[src/logic/pmw_pkg.sv]
package pmw_pkg;
   // clock period in ns
   localparam int CLK_PERIOD_NS = 10;

   // register indices on the plain register port
   localparam logic [3:0] ADDR_SYSCLK_CTRL = 4'h0;
   localparam logic [3:0] ADDR_RC_HF_CTRL = 4'h1;
   localparam logic [3:0] ADDR_XT_HF_CTRL = 4'h2;
   localparam logic [3:0] ADDR_XT_LF_CTRL = 4'h3;
   localparam logic [3:0] ADDR_PORTA_WAKE = 4'h4;
   localparam logic [3:0] ADDR_WDT_CTRL = 4'h5;
   localparam logic [3:0] ADDR_STATUS = 4'h6;

   // system_clock_ctrl field positions
   localparam int SEL_LSB = 5;
   localparam int HF_SRC_BIT = 3;
   localparam int LF_SRC_BIT = 2;
   localparam int HF_KEEP_BIT = 1;
   localparam int LF_KEEP_BIT = 0;
   localparam logic [7:0] SYSCLK_CTRL_MASK = 8'hef;
   localparam logic [2:0] SEL_LF = 3'h7;

   // oscillator control layout: enable bit 0, stable flag bit 1
   localparam int OSC_EN_BIT = 0;
   localparam int OSC_FLAG_BIT = 1;

   // status layout
   localparam int ST_PWRDN_BIT = 0;
   localparam int ST_TIMEOUT_BIT = 1;
   localparam int ST_SLOW_BIT = 2;
   localparam int ST_MODE_LSB = 3;

   // values after reset
   localparam logic [7:0] RST_SYSCLK_CTRL = 8'h00;
   localparam logic RST_RC_HF_EN = 1'b1;
   localparam logic RST_XT_HF_EN = 1'b0;
   localparam logic RST_XT_LF_EN = 1'b0;
   localparam logic [7:0] RST_PORTA_WAKE = 8'h00;
   localparam logic RST_WDT_EN = 1'b1;

   // oscillator index: 0 rc hf, 1 crystal hf, 2 crystal lf, 3 rc lf
   localparam int NUM_OSC = 4;
   localparam int OSC_RC_HF_START_NS = 2000;
   localparam int OSC_XT_HF_START_NS = 5000;
   localparam int OSC_XT_LF_START_NS = 8000;
   localparam int OSC_RC_LF_START_NS = 1000;
   localparam logic [11:0] OSC_START_CYC [NUM_OSC] = '{
      12'((OSC_RC_HF_START_NS + CLK_PERIOD_NS - 1) / CLK_PERIOD_NS),
      12'((OSC_XT_HF_START_NS + CLK_PERIOD_NS - 1) / CLK_PERIOD_NS),
      12'((OSC_XT_LF_START_NS + CLK_PERIOD_NS - 1) / CLK_PERIOD_NS),
      12'((OSC_RC_LF_START_NS + CLK_PERIOD_NS - 1) / CLK_PERIOD_NS)};

   // sequencer states, gray along active, low power, wake, resume
   typedef enum logic [1:0] {
      PMW_ACTIVE = 2'h0,
      PMW_LOWPWR = 2'h1,
      PMW_WAKE = 2'h3,
      PMW_RESUME = 2'h2
   } pmw_state_t;

   // low power mode, coded as {hf keep, lf keep}
   typedef enum logic [1:0] {
      PMW_SLEEP = 2'h0,
      PMW_IDLE_LF_ONLY = 2'h1,
      PMW_IDLE_HF_ONLY = 2'h2,
      PMW_IDLE_BOTH_CLOCKS = 2'h3
   } pmw_lpmode_t;
endpackage

[src/logic/pmw_osc_settle.sv]
`timescale 1ns/10ps
module pmw_osc_settle #(
   parameter logic [11:0] SETTLE_CYC = 12'h001
) (
   input wire logic core_clk,
   input wire logic rst,
   input wire logic osc_en,
   output logic stable_q
);
   logic [11:0] cnt_q;

   // flag drops while off, rises once the start-up count has elapsed
   always_ff @(posedge core_clk) begin
      if (rst || !osc_en) begin
         cnt_q <= 12'h000;
         stable_q <= 1'b0;
      end else if (cnt_q >= SETTLE_CYC - 12'h001) begin
         stable_q <= 1'b1;
      end else begin
         cnt_q <= cnt_q + 12'h001;
      end
   end
endmodule // pmw_osc_settle

[src/logic/pmw_power_ctrl.sv]
// Strobed register access and the placing of the registers were decided locally.
`timescale 1ns/10ps
// What this block does
// - code 111 moves system clock to slow
// - slow source picked by select bit, waits stable
// - codes 000-110 give normal, hf divided 1..64
// - halt with both keeps clear enters sleep
// - halt, lf keep only: idle lf only
// - halt, both keeps: idle both clocks
// - halt, hf keep only: idle hf only
// - low power keeps memory, registers, ports
// - halt sets power-down, clears time-out flag
// - halt clears watchdog; runs only if enabled
// - wake on port a fall, interrupt, watchdog
// - power-up or clear-watchdog clears power-down flag
// - watchdog wake sets time-out, resets pc/sp
// - each port a pin has wake enable
// - port a wake resumes after halt
// - disabled or stack-full interrupt resumes after halt
// - enabled interrupt with stack room gets serviced
// - flags set before halt do not wake
// - wake waits for system oscillator stable
// - stable flag clears then sets once stable
// - rc lf runs whenever watchdog enabled
module pmw_power_ctrl (
   input wire logic core_clk,
   input wire logic rst,
   input wire logic [3:0] reg_addr,
   input wire logic [7:0] reg_wdata,
   input wire logic reg_wr,
   input wire logic reg_rd,
   output logic [7:0] reg_rdata,
   input wire logic halt_strobe,
   input wire logic clr_wdt_strobe,
   input wire logic [7:0] porta_pins,
   input wire logic [7:0] int_req_flags,
   input wire logic [7:0] int_enable,
   input wire logic stack_full,
   input wire logic wdt_overflow,
   output logic sysclk_from_lf,
   output logic [2:0] sysclk_div_log2,
   output logic cpu_run,
   output logic state_hold,
   output logic hf_clk_on,
   output logic lf_clk_on,
   output logic [3:0] osc_enable,
   output logic wdt_run,
   output logic wdt_clear,
   output logic wake_resume_next,
   output logic wake_int_service,
   output logic pc_sp_reset,
   output logic wdt_chip_reset,
   output logic power_down_flag,
   output logic watchdog_timeout_flag
);
   pmw_pkg::pmw_state_t state_q;
   pmw_pkg::pmw_state_t state_d;
   pmw_pkg::pmw_lpmode_t lp_mode_q;
   logic [7:0] system_clock_ctrl_q;
   logic rc_hf_en_q;
   logic xt_hf_en_q;
   logic xt_lf_en_q;
   logic [7:0] porta_wake_enable_q;
   logic wdt_en_q;
   logic [7:0] porta_prev_q;
   logic [7:0] int_mask_q;
   logic [7:0] int_src_q;
   logic cause_port_q;
   logic cause_int_q;
   logic cause_wdt_q;
   logic [3:0] osc_stable;
   logic [2:0] sysclk_select;
   logic lf_source_select;
   logic hf_osc_keep_on_halt;
   logic lf_osc_keep_on_halt;
   logic run_hf;
   logic run_lf;
   logic hf_stable;
   logic lf_stable;
   logic sys_src_stable;
   logic halt_taken;
   logic [7:0] port_fall;
   logic [7:0] int_new;
   logic wake_any;
   logic [7:0] rd_mux;

   // control fields
   assign sysclk_select = system_clock_ctrl_q[pmw_pkg::SEL_LSB +: 3];
   assign lf_source_select = system_clock_ctrl_q[pmw_pkg::LF_SRC_BIT];
   assign hf_osc_keep_on_halt = system_clock_ctrl_q[pmw_pkg::HF_KEEP_BIT];
   assign lf_osc_keep_on_halt = system_clock_ctrl_q[pmw_pkg::LF_KEEP_BIT];
   assign halt_taken = (state_q == pmw_pkg::PMW_ACTIVE) && halt_strobe;

   // register writes
   always_ff @(posedge core_clk) begin
      if (rst) begin
         system_clock_ctrl_q <= pmw_pkg::RST_SYSCLK_CTRL;
         rc_hf_en_q <= pmw_pkg::RST_RC_HF_EN;
         xt_hf_en_q <= pmw_pkg::RST_XT_HF_EN;
         xt_lf_en_q <= pmw_pkg::RST_XT_LF_EN;
         porta_wake_enable_q <= pmw_pkg::RST_PORTA_WAKE;
         wdt_en_q <= pmw_pkg::RST_WDT_EN;
      end else if (reg_wr) begin
         case (reg_addr)
            pmw_pkg::ADDR_SYSCLK_CTRL: begin
               system_clock_ctrl_q <= reg_wdata & pmw_pkg::SYSCLK_CTRL_MASK;
            end
            pmw_pkg::ADDR_RC_HF_CTRL: rc_hf_en_q <= reg_wdata[pmw_pkg::OSC_EN_BIT];
            pmw_pkg::ADDR_XT_HF_CTRL: xt_hf_en_q <= reg_wdata[pmw_pkg::OSC_EN_BIT];
            pmw_pkg::ADDR_XT_LF_CTRL: xt_lf_en_q <= reg_wdata[pmw_pkg::OSC_EN_BIT];
            pmw_pkg::ADDR_PORTA_WAKE: porta_wake_enable_q <= reg_wdata;
            pmw_pkg::ADDR_WDT_CTRL: wdt_en_q <= reg_wdata[0];
            default: begin
            end
         endcase
      end
   end

   // read mux, unmapped reads zero
   always_comb begin
      rd_mux = 8'h00;
      case (reg_addr)
         pmw_pkg::ADDR_SYSCLK_CTRL: rd_mux = system_clock_ctrl_q;
         pmw_pkg::ADDR_RC_HF_CTRL: rd_mux = {6'h00, osc_stable[0], rc_hf_en_q};
         pmw_pkg::ADDR_XT_HF_CTRL: rd_mux = {6'h00, osc_stable[1], xt_hf_en_q};
         pmw_pkg::ADDR_XT_LF_CTRL: rd_mux = {6'h00, osc_stable[2], xt_lf_en_q};
         pmw_pkg::ADDR_PORTA_WAKE: rd_mux = porta_wake_enable_q;
         pmw_pkg::ADDR_WDT_CTRL: rd_mux = {7'h00, wdt_en_q};
         pmw_pkg::ADDR_STATUS: begin
            rd_mux = {3'h0, lp_mode_q, sysclk_from_lf, watchdog_timeout_flag,
                      power_down_flag};
         end
         default: rd_mux = 8'h00;
      endcase
   end

   // read data valid in the cycle after the strobe only
   always_ff @(posedge core_clk) begin
      if (rst) begin
         reg_rdata <= 8'h00;
      end else begin
         reg_rdata <= reg_rd ? rd_mux : 8'h00;
      end
   end

   // oscillator requests per mode
   assign run_hf = (state_q != pmw_pkg::PMW_LOWPWR) || lp_mode_q[1];
   assign run_lf = (state_q != pmw_pkg::PMW_LOWPWR) || lp_mode_q[0];
   assign osc_enable[0] = rc_hf_en_q && run_hf;
   assign osc_enable[1] = xt_hf_en_q && run_hf;
   assign osc_enable[2] = xt_lf_en_q && run_lf && lf_source_select;
   assign osc_enable[3] = (run_lf && !lf_source_select) || wdt_en_q;

   // start-up timers, one per oscillator
   genvar gi;
   generate
      for (gi = 0; gi < pmw_pkg::NUM_OSC; gi = gi + 1) begin : g_osc
         pmw_osc_settle #(
            .SETTLE_CYC(pmw_pkg::OSC_START_CYC[gi])
         ) u_settle (
            .core_clk(core_clk),
            .rst(rst),
            .osc_en(osc_enable[gi]),
            .stable_q(osc_stable[gi])
         );
      end
   endgenerate

   // stable status of the chosen sources
   assign hf_stable = system_clock_ctrl_q[pmw_pkg::HF_SRC_BIT] ? osc_stable[1] : osc_stable[0];
   assign lf_stable = lf_source_select ? osc_stable[2] : osc_stable[3];
   assign sys_src_stable = sysclk_from_lf ? lf_stable : hf_stable;
   assign hf_clk_on = run_hf;
   assign lf_clk_on = run_lf;

   // system clock source and divider
   always_ff @(posedge core_clk) begin
      if (rst) begin
         sysclk_from_lf <= 1'b0;
         sysclk_div_log2 <= 3'h0;
      end else if (sysclk_select != pmw_pkg::SEL_LF) begin
         sysclk_from_lf <= 1'b0;
         sysclk_div_log2 <= sysclk_select;
      end else if (lf_stable) begin
         sysclk_from_lf <= 1'b1;
      end
   end

   // wake sources
   assign port_fall = porta_prev_q & ~porta_pins & porta_wake_enable_q;
   assign int_new = int_req_flags & ~int_mask_q;
   assign wake_any = (|port_fall) || (|int_new) || wdt_overflow;

   // port history and pre-halt interrupt snapshot
   always_ff @(posedge core_clk) begin
      if (rst) begin
         porta_prev_q <= 8'h00;
         int_mask_q <= 8'h00;
      end else begin
         porta_prev_q <= porta_pins;
         if (halt_taken) begin
            int_mask_q <= int_req_flags;
         end
      end
   end

   // sequencer next state
   always_comb begin
      state_d = state_q;
      case (state_q)
         pmw_pkg::PMW_ACTIVE: begin
            if (halt_strobe) begin
               state_d = pmw_pkg::PMW_LOWPWR;
            end
         end
         pmw_pkg::PMW_LOWPWR: begin
            if (wake_any) begin
               state_d = pmw_pkg::PMW_WAKE;
            end
         end
         pmw_pkg::PMW_WAKE: begin
            if (sys_src_stable) begin
               state_d = pmw_pkg::PMW_RESUME;
            end
         end
         pmw_pkg::PMW_RESUME: state_d = pmw_pkg::PMW_ACTIVE;
         default: state_d = pmw_pkg::PMW_ACTIVE;
      endcase
   end

   // sequencer state
   always_ff @(posedge core_clk) begin
      if (rst) begin
         state_q <= pmw_pkg::PMW_ACTIVE;
      end else begin
         state_q <= state_d;
      end
   end

   // mode taken from keep bits on the halt strobe
   always_ff @(posedge core_clk) begin
      if (rst) begin
         lp_mode_q <= pmw_pkg::PMW_SLEEP;
      end else if (halt_taken) begin
         lp_mode_q <= pmw_pkg::pmw_lpmode_t'({hf_osc_keep_on_halt, lf_osc_keep_on_halt});
      end
   end

   // wake cause capture, watchdog first then interrupt then port
   always_ff @(posedge core_clk) begin
      if (rst) begin
         cause_port_q <= 1'b0;
         cause_int_q <= 1'b0;
         cause_wdt_q <= 1'b0;
         int_src_q <= 8'h00;
      end else if (state_q == pmw_pkg::PMW_LOWPWR && wake_any) begin
         cause_wdt_q <= wdt_overflow;
         cause_int_q <= !wdt_overflow && (|int_new);
         cause_port_q <= !wdt_overflow && !(|int_new);
         int_src_q <= int_new;
      end
   end

   // cpu gating: held state, nothing cleared while halted
   assign cpu_run = (state_q == pmw_pkg::PMW_ACTIVE);
   assign state_hold = !cpu_run;
   assign wdt_run = wdt_en_q;

   // one-cycle results on the resume cycle and halt side effects
   always_ff @(posedge core_clk) begin
      if (rst) begin
         wdt_clear <= 1'b0;
         wake_resume_next <= 1'b0;
         wake_int_service <= 1'b0;
         pc_sp_reset <= 1'b0;
         wdt_chip_reset <= 1'b0;
      end else begin
         wdt_clear <= halt_taken || clr_wdt_strobe;
         wdt_chip_reset <= wdt_overflow && state_q == pmw_pkg::PMW_ACTIVE;
         if (state_q == pmw_pkg::PMW_WAKE && sys_src_stable) begin
            pc_sp_reset <= cause_wdt_q;
            wake_int_service <= cause_int_q && (|(int_src_q & int_enable)) && !stack_full;
            wake_resume_next <= cause_port_q ||
                                (cause_int_q && (!(|(int_src_q & int_enable)) || stack_full));
         end else begin
            pc_sp_reset <= 1'b0;
            wake_int_service <= 1'b0;
            wake_resume_next <= 1'b0;
         end
      end
   end

   // power-down flag, halt set wins over clear
   always_ff @(posedge core_clk) begin
      if (rst) begin
         power_down_flag <= 1'b0;
      end else if (halt_taken) begin
         power_down_flag <= 1'b1;
      end else if (clr_wdt_strobe) begin
         power_down_flag <= 1'b0;
      end
   end

   // time-out flag, overflow set wins over halt clear
   always_ff @(posedge core_clk) begin
      if (rst) begin
         watchdog_timeout_flag <= 1'b0;
      end else if (wdt_overflow && state_q != pmw_pkg::PMW_WAKE) begin
         watchdog_timeout_flag <= 1'b1;
      end else if (halt_taken) begin
         watchdog_timeout_flag <= 1'b0;
      end
   end

   // checks
   localparam int WAKE_MAX = 900;
endmodule // pmw_power_ctrl

[config.mk]
export PLATFORM = sky130hd
export DESIGN_NAME = pmw_power_ctrl
export DESIGN_NICKNAME = d
export VERILOG_FILES = /design/src/logic/pmw_pkg.sv /design/src/logic/pmw_osc_settle.sv /design/src/logic/pmw_power_ctrl.sv
export SDC_FILE = /design/constraint.sdc
export NUM_CORES = 1
export LEC_CHECK = 0
export ABC_AREA = 1
export BUFFER_PORTS_ARGS = -buffer_cell sky130_fd_sc_hd__buf_2
export CORE_UTILIZATION = 40
export CTS_CLUSTER_SIZE = 28
export DETAILED_ROUTE_END_ITERATION = 8
export GPL_TIMING_DRIVEN = 0
export HOLD_SLACK_MARGIN = 0.12
export PLACE_DENSITY = 0.63
export SETUP_SLACK_MARGIN = 0.2
export SKIP_CTS_REPAIR_TIMING = 1
export SLEW_MARGIN = 20
export SYNTH_ARGS = -nofsm -noshare
export SYNTH_HDL_FRONTEND = slang
export SYNTH_SLANG_ARGS = --single-unit
[constraint.sdc]
create_clock -name core_clk -period 1.8 [get_ports core_clk]
set_input_delay 0.27 -clock core_clk [delete_from_list [all_inputs] [get_ports core_clk]]
set_output_delay 0.27 -clock core_clk [all_outputs]
set_load 0.01 [all_outputs]
Word-level counts from Yosys, hierarchy flattened
Cells that the tools add are included.
{"block": "totals", "regBits": 121, "in_bits": 44, "wordCells": 129}
{"block": "op_classes", "addsub": 4, "magnitude_cmp": 4, "n_eq_ne": 15, "n_mux": 12, "bitwise": 8, "reduce_logical": 54}
{"operator": "one-hot mux 8 bit (7 select lines)", "count": 1}
{"operator": "adder 12 x 1 -> 12 bit, second input constant", "count": 4}
{"operator": "bitwise AND 8 bit", "count": 4}
{"operator": "OR reduction 8 bit", "count": 3}
{"operator": "inverter 8 bit", "count": 2}
{"operator": "logical AND 1 bit", "count": 15}
{"operator": "== test 4 x 3 -> 1 bit, second input constant", "count": 3}
{"operator": ">= comparator 12 x 10 -> 1 bit, second input constant", "count": 1}
{"operator": ">= comparator 12 x 7 -> 1 bit, second input constant", "count": 1}
{"operator": ">= comparator 12 x 8 -> 1 bit, second input constant", "count": 1}
{"operator": ">= comparator 12 x 9 -> 1 bit, second input constant", "count": 1}
{"operator": "logical OR 1 bit", "count": 12}
{"operator": "AND reduction 2 bit", "count": 6}
{"operator": "logical NOT 1 bit", "count": 10}
{"operator": "== test 4 x 2 -> 1 bit, second input constant", "count": 2}
{"operator": "inequality test 2 bit, second input constant", "count": 4}
{"operator": "one-hot mux 2 bit (4 select lines)", "count": 1}
{"operator": "2-to-1 mux 1 bit", "count": 7}
{"operator": "2-to-1 mux 2 bit", "count": 3}
{"operator": "OR reduction 2 bit", "count": 3}
{"operator": "== test 2 bit, second input constant", "count": 2}
{"operator": "== test 4 x 1 -> 1 bit, second input constant", "count": 1}
{"operator": "logical NOT 4 bit", "count": 1}
{"operator": "nonzero test 2 bit", "count": 2}
{"operator": "6 further kinds", "count": 7}

Longest topological paths before layout
Gate-level depths: netlist (run 1).
{"block": "logic_depth", "ltp_word": 8, "ltp_mapped": 11, "ltp_nobuf": 11}

Hierarchy
A second synthesis (run 1) with hierarchy kept.
{"block": "hier_totals", "cells_unflattened": 765, "area_unflattened_um2": 5521.5}
{"module": "pmw_power_ctrl", "instances": 1, "cells_per_inst": 401, "area_each_um2": 2865.2, "seq_area_each_um2": 1381.3}
{"module": "pmw_osc_settle (g_osc[2].u_settle)", "instances": 1, "cells_per_inst": 101, "area_each_um2": 784.5, "seq_area_each_um2": 260.2}
{"module": "pmw_osc_settle (g_osc[1].u_settle)", "instances": 1, "cells_per_inst": 92, "area_each_um2": 653.1, "seq_area_each_um2": 260.2}
{"module": "pmw_osc_settle (g_osc[0].u_settle)", "instances": 1, "cells_per_inst": 88, "area_each_um2": 609.3, "seq_area_each_um2": 260.2}
{"module": "pmw_osc_settle (g_osc[3].u_settle)", "instances": 1, "cells_per_inst": 83, "area_each_um2": 609.3, "seq_area_each_um2": 260.2}

Least setup slack after synthesis (run 1)
OpenSTA, ideal clock, no wires.
{"block": "synth_timing", "path_kind": "register to register", "start": "reg g_osc[2].u_settle.cnt_q[0]", "end": "reg g_osc[2].u_settle.cnt_q[4]", "setup_ns": 0.116, "arrival_ns": 1.231, "required_time_ns": 1.684, "path_slack_ns": 0.453, "path_stages_with_launch": 9, "n_path_buf": 1, "cell_sequence": "dfxtp_1 -> ha_1 -> nand3_1 -> nor2_2 -> o21bai_2 -> nand2_2 -> buf_6 -> o21ai_0 -> and3_1"}
{"block": "synth_via", "elab_chain_cells": 1}
{"element": "start, declared", "line": "pmw_osc_settle.sv:10", "text": "logic [11:0] cnt_q;"}
{"element": "start signal, assigned", "line": "pmw_osc_settle.sv:20", "text": "cnt_q <= cnt_q + 12'h001;"}
{"element": "adder 12 x 1 -> 12 bit / >= comparator 12 x 10 -> 1 bit (equally long branches)", "line": "pmw_osc_settle.sv:20, pmw_osc_settle.sv:17"}
Parallel ways exist; a longest one is shown, timed or not.
A chain may end at the register's enable or synchronous reset.

Worst setup path in the final report (run 1)
{"block": "layout_timing", "start": "reg state_q[1]", "end": "out osc_enable[3]"}
{"block": "layout_via", "elab_chain_cells": 4}
{"element": "start, declared", "line": "pmw_power_ctrl.sv:56", "text": "pmw_pkg::pmw_state_t state_q;"}
{"element": "start signal, assigned", "line": "pmw_power_ctrl.sv:234", "text": "state_q <= pmw_pkg::PMW_ACTIVE;"}
{"element": "start signal, assigned", "line": "pmw_power_ctrl.sv:236", "text": "state_q <= state_d;"}
{"element": "inequality test 2 x 1 -> 1 bit", "line": "pmw_power_ctrl.sv:148", "text": "assign run_lf = (state_q != pmw_pkg::PMW_LOWPWR) || lp_mode_q[0];"}
{"element": "logical OR 1 bit", "line": "pmw_power_ctrl.sv:148"}
{"element": "logical AND 1 bit", "line": "pmw_power_ctrl.sv:152", "text": "assign osc_enable[3] = (run_lf && !lf_source_select) || wdt_en_q;"}
{"element": "logical OR 1 bit", "line": "pmw_power_ctrl.sv:152"}
{"element": "end, declared", "line": "pmw_power_ctrl.sv:46", "text": "output logic [3:0] osc_enable,"}
No other way between the ends.

==> impl_metrics.toml, run 1 <==
[run_status]
status = "finished, violations left"
violations = "negative setup slack"

[power]
finalPower_w = 0.00673
power-per-cell-area_nw_per_um2 = 1010
total_leakage_power_nw = 2.83
peakVddDrop_uv = 836

[synthesis]
syn_nets = 756
netlist_area_um2 = 5320
yosysSeqAreaShare_pct = 45.6
syn_avg_cell_area_um2 = 7.51
yosysWarningCount = 0
synth_edf_count = 0
synth-seq-cells = 121
ys.flop_type = "dfxtp_1"
synthDistinctLibCells = 46
async_reset_ff_share_pct = 0
netlist_instances = 708

[clock_tree]
path_clk_slew_ns = 0.05
root_buffer = "clkbuf_16"
cts_tree = "yes"
cts.sinks = 121
cts-htree-levels = 4
insertion_delay_ns = 0.42
cts_inserted_buffers = 17
clk_path_buf_depth = 2

[finish]
layout-drive-gt1-share_pct = 24.2
multi_input_area_um2 = 2360
regArea_um2 = 2430
fin_nets = 861
n_antenna_cell = 0
fillCellCount = 1213
syn_to_final_growth_pct = 25.8

[sta]
finalCritPeriodShare_pct = 101
finalHoldViolCount = 0
rsz0062_at_grt = "true"
relSlewSlack_pct = 60.4
fin_ws_ns = -0.0167
fin_worst_skew_ns = 0.00671
tightest_slew_ns = 0.594
whs_ns = 0.0795
final.min_clock_period_ns = 1.82
setup_viol = 1
slew_viol_final = 0
fmax_ghz = 0.550

[worst_setup_path]
r2r_cells = 7
cp-start-kind = "flop"
critPathArrivalTime_ns = 1.55
path_max_fanout = 4
crit_type = "flop to output port"
end_kind = "output port"
crit_required_ns = 1.53

[grt]
grt_busiest_layer = "met2"
grt_pass1_vias = 4378
grt_max_degree = 17
grt_use_total_pct = 18.6
use_met2_pct = 31.3
grt_pass1_wl_um = 19600
gr-total-overflow = 0
antenna_found_initial = 0
use_met3_pct = 4.79
use_met1_pct = 22.4

[floorplanning]
fp-row-count = 41
ioPinCount = 72
die_y_um = 117
initial_core_util_pct = 41.6
die_w_um = 117
die_area_um2 = 13800
design.core.area_um2 = 12800

[detailed_routing]
num_vias = 4779
routed_wl_um = 12000
wl_per_cell_um = 12.0
drt_pass1_iterations = 5
via_per_inst = 4.79
drt_iter0_markers = 209
antenna_left = 0
drc_errors = 0

[worst_hold_path]
hp-class = "primary input to flop"
whs_path_depth = 3

[placed_design]
dpl.hpwl_um = 8820
port_buffers = 71
gp_congestion = 0.889

[run]
drv_cap = 0
## stage by stage
| stage | utilization, % | std cells | setup slack, ns | cell area [µm²] | TNS [ns] |
|---|---|---|---|---|---|
| floorplan | - | 708 | 0.453 | 5320 | 0 |
| global placement | 46.1 | 951 | 0.275 | 5890 | 0 |
| detailed placement | 46.1 | 951 | 0.250 | 5890 | 0 |
| CTS | 50.6 | 983 | -0.131 | 6470 | -0.366 |
| global route | 52.3 | 998 | -0.0658 | 6680 | -0.149 |
| finish | 52.3 | 998 | -0.0167 | 6680 | -0.0167 |
## layout by cell type (no fill, tap or decap), types with 3 or more instances in the layout
master	Yosys	routed
nand2_1	136	135
dfxtp_1	121	118
inv_1	100	100
buf_2	3	71
nor2_1	65	65
a21oi_1	52	52
nand3_1	47	46
o21ai_0	39	39
a21oi_2	19	19
clkbuf_16	0	17
nor3_1	15	14
nor2_2	12	11
inv_2	13	11
buf_4	4	10
nand2_4	5	8
nand2_2	10	8
clkbuf_1	6	8
buf_6	3	8
nand4_1	8	8
clkinv_2	0	7
dlygate4sd3_1	0	7
xor2_1	6	6
o21ai_1	4	4
clkbuf_8	0	4
o22ai_1	3	3
and3_1	3	3
xnor2_1	3	3
nor2_4	2	3
ha_1	4	3
## worst paths after layout
| check | startpoint | endpoint | slack (ns) |
|---|---|---|---|
| max | state_q[1]$_SDFFE_PP0P_ | osc_enable[3] | -0.02 |
| min reg2reg | g_osc[1].u_settle.cnt_q[10]$_SDFFE_PP0N_ | g_osc[1].u_settle.cnt_q[10]$_SDFFE_PP0N_ | 0.43 |
| max reg2reg | g_osc[0].u_settle.cnt_q[0]$_SDFFE_PP0N_ | g_osc[0].u_settle.cnt_q[6]$_SDFFE_PP0N_ | 0.32 |
| min | porta_pins[5] | porta_prev_q[5]$_SDFF_PP0_ | 0.08 |
## routing by layer
metal	wire [µm]	up-vias
met4	237	0
met2	5810	103
met5	0	-
met3	539	18
met1	5420	2191
li1	-	2467
## critical path: stages, from the launching register on
cell     delay (ns)
dfxtp_4        0.36
inv_4          0.06
nand2_4        0.06
or2_4          0.28
nand2_4        0.07
nand2_4        0.07
buf_6          0.12
buf_6          0.11
## cells in the mapped netlist, types with 4 or more instances
cell type    n  share of area, %
inv_2       13              0.92
clkbuf_1     6              0.42
ha_1         4              0.94
nand2_4      5               1.1
inv_1      100               7.1
nor2_2      12               1.4
nand2_2     10               1.2
nand2_1    136               9.6
nand4_1      8              0.94
a21oi_2     19               3.1
dfxtp_1    121                46
o21ai_1      4              0.38
o21ai_0     39               3.7
nor3_1      15               1.4
nand3_1     47               4.4
xor2_1       6              0.99
buf_4        4              0.56
a21oi_1     52               4.9
nor2_1      65               4.6
## logic make-up (layout without fill, tap and decap cells)
kind of cell	after synthesis	after routing	synth area share (%)
compound gates	128	128	14.4
flops	121	121	45.6
buf+inv	134	252	10.8
simple gates	312	312	26.8
fa+ha+maj	4	4	0.942
xor+xnor	9	9	1.48
## registers in the layout, summed over array words and instances (netlist names), 3 cells and up
| name | flops |
|---|---|
| sysclk_div_log2 | 3 |
| porta_wake_enable_q | 8 |
| int_src_q | 8 |
| porta_prev_q | 8 |
| reg_rdata | 8 |
| system_clock_ctrl_q | 7 |
| int_mask_q | 8 |
| g_osc.u_settle.cnt_q | 48 |
| g_osc.u_settle.stable_q | 4 |
## layout make-up
class	count	area share, %
Timing Repair Buffer	86	7.54
Buffer	19	2.23
Inverter	115	6.65
Multi-Input combinational cell	453	35.3
Clock inverter	9	1.42
Tap cell	172	3.22
Sequential cell	121	36.3
Clock buffer	23	7.30
## report_power, final
| part | internal (W) | switching [W] |
|---|---|---|
| sequential | 0.00279 | 0.0000604 |
| combinational | 0.000230 | 0.000356 |
| clock | 0.00216 | 0.00114 |
| total | 0.00518 | 0.00155 |
Note: power is estimated with default switching activity, not from simulation.
==> inputs of run 2 (changes only) <==
--- a/config.mk
+++ b/config.mk
@@ -8,7 +8,7 @@
 export ABC_AREA = 1
 export BUFFER_PORTS_ARGS = -buffer_cell sky130_fd_sc_hd__buf_2
 export CORE_UTILIZATION = 40
-export CTS_CLUSTER_SIZE = 28
+export CTS_CLUSTER_SIZE = 24
 export DETAILED_ROUTE_END_ITERATION = 8
 export GPL_TIMING_DRIVEN = 0
 export HOLD_SLACK_MARGIN = 0.12
==> constraint.sdc (replaced) <==
create_clock -name core_clk -period 1.8 [get_ports core_clk]
set_input_delay 0.27 -clock core_clk [delete_from_list [all_inputs] [get_ports core_clk]]
set_output_delay 0.27 -clock core_clk [all_outputs]
set_load 0.1 [all_outputs]
==> impl_metrics.toml, run 2 (synthesis results as in run 1) <==
[finish]
largest_register_ffs = 48
post-route-util_pct = 52.6
fillCellCount = 1259
fin_nets = 858
layout-drive-gt1-share_pct = 24.0
syn_to_final_growth_pct = 26.4
final_common_cell = "nand2_1"
final_area_um2 = 6720
most-common-layout-cells = "nand2_1, dfxtp_1, inv_1"
largest_register = "g_osc.u_settle.cnt_q"
n_antenna_cell = 0

[grt]
antenna_found_initial = 0
grt_pass1_wl_um = 19900
grt_pass1_vias = 4313
gr-total-overflow = 0
grt_use_total_pct = 18.9
grt_max_degree = 17

[floorplanning]
die_area_um2 = 13800
fp-row-count = 41
die_y_um = 117
design.core.area_um2 = 12800
ioPinCount = 72
initial_core_util_pct = 41.6
die_w_um = 117

[detailed_routing]
antenna_left = 0
num_vias = 4725
routed_wl_um = 12000
drt_pass1_iterations = 5
wl_per_cell_um = 12.1
via_per_inst = 4.76
drc_errors = 0
drt_iter0_markers = 206

[placed_design]
place_area_um2 = 5910
dpl.hpwl_um = 8940
port_buffers = 71
gp_congestion = 0.915

[worst_setup_path]
crit_start = "state_q[1]$_SDFFE_PP0P_"
path_buf_inv = 3
cp_cell_sequence = "inv_4 > nand2_4 > or2_4 > nand2_4 > nand2_4 > buf_6 > buf_12"
critPathArrivalTime_ns = 1.57
critPathTopFamily = "simple AND/OR/NAND/NOR gates"
r2r-start = "g_osc[0].u_settle.cnt_q[0]$_SDFFE_PP0N_"
end_kind = "output port"
critPathMaxStageDelay_ns = 0.36
crit_type = "flop to output port"
cp-start-kind = "flop"
crit_required_ns = 1.53
path_max_fanout = 4
r2r_slack_ns = 0.28
worst_path_most_repeated_cell = "nand2_4"
cp_slowest_cell = "dfxtp_4"

[power]
finalPower_w = 0.00699
power-per-cell-area_nw_per_um2 = 1040
total_leakage_power_nw = 2.81
peakVddDrop_uv = 781

[run_status]
status = "finished, violations left"
violations = "negative setup slack"

[sta]
finalHoldViolCount = 0
fin_ws_ns = -0.0411
whs_ns = 0.119
relSlewSlack_pct = 61.9
tightest_slew_ns = 0.571
rsz0062_at_grt = "true"
finalCritPeriodShare_pct = 102
setup_tns_ns = -0.107
slew_viol_final = 0
fmax_ghz = 0.543
final.min_clock_period_ns = 1.84
fin_worst_skew_ns = 0.00723
setup_viol = 4

[clock_tree]
insertion_delay_ns = 0.42
path_clk_slew_ns = 0.05
clk_path_buf_depth = 2
cts_tree = "yes"
cts-htree-levels = 4
cts.sinks = 121
root_buffer = "clkbuf_16"
cts_inserted_buffers = 17

[worst_hold_path]
hp-class = "primary input to flop"
min-delay-start = "clr_wdt_strobe"

[run]
drv_cap = 0
run 2: cell count changes in the layout (fill, tap and decap cells not counted), moves of 2 or more:
cell      before  now
buf_4         10    7
nand2_4        8    6
dfxtp_1      118  116
clkbuf_8       4    1
buf_12         1    4
buf_2         71   66
run 2: tightest hold or removal path: cells and delay by family:
kind            cells  cell delay (ns)
compound gates      1             0.06
buf+inv             2             0.15
run 2: metrics by stage:
step	instances	setup slack [ns]
2_1_floorplan	708	-0.303
3_3_place_gp	951	0.0747
3_5_place_dp	951	0.0469
4_1_cts	981	-0.399
5_1_grt	993	-0.0944
6_report	993	-0.0411
run 2: routing by layer:
metal | vias up | share of wire, % | global-route usage (%)
li1 | 2458 | - | -
met4 | 0 | 1.6 | 8.27
met2 | 91 | 49 | 31.9
met5 | - | 0 | 0
met1 | 2160 | 46 | 22.8
met3 | 16 | 3.9 | 4.69
run 2: worst paths after layout:
path,end,cells after the start
max,osc_enable[3],7
min,wdt_clear$_SDFF_PP0_,3
max reg2reg,g_osc[0].u_settle.cnt_q[4]$_SDFFE_PP0N_,7
min reg2reg,g_osc[1].u_settle.cnt_q[11]$_SDFFE_PP0N_,2
run 2: power breakdown:
part           leakage [nW]  internal (W)  switching, W
registers             0.986       0.00279     0.0000589
logic                  1.54      0.000258      0.000572
clock network         0.285       0.00217       0.00113
run 2: cell type report:
cell class / count / area [µm²] / share of cell area (%)
clock inverters: 10 / 128 / 1.90
flip-flops and latches: 121 / 2430 / 36.2
plain buffers: 19 / 149 / 2.22
multi-input cells: 453 / 2370 / 35.2
repair buffers: 83 / 538 / 8.01
inverters: 115 / 444 / 6.61
well taps: 172 / 215 / 3.20
clock buffers: 20 / 447 / 6.65
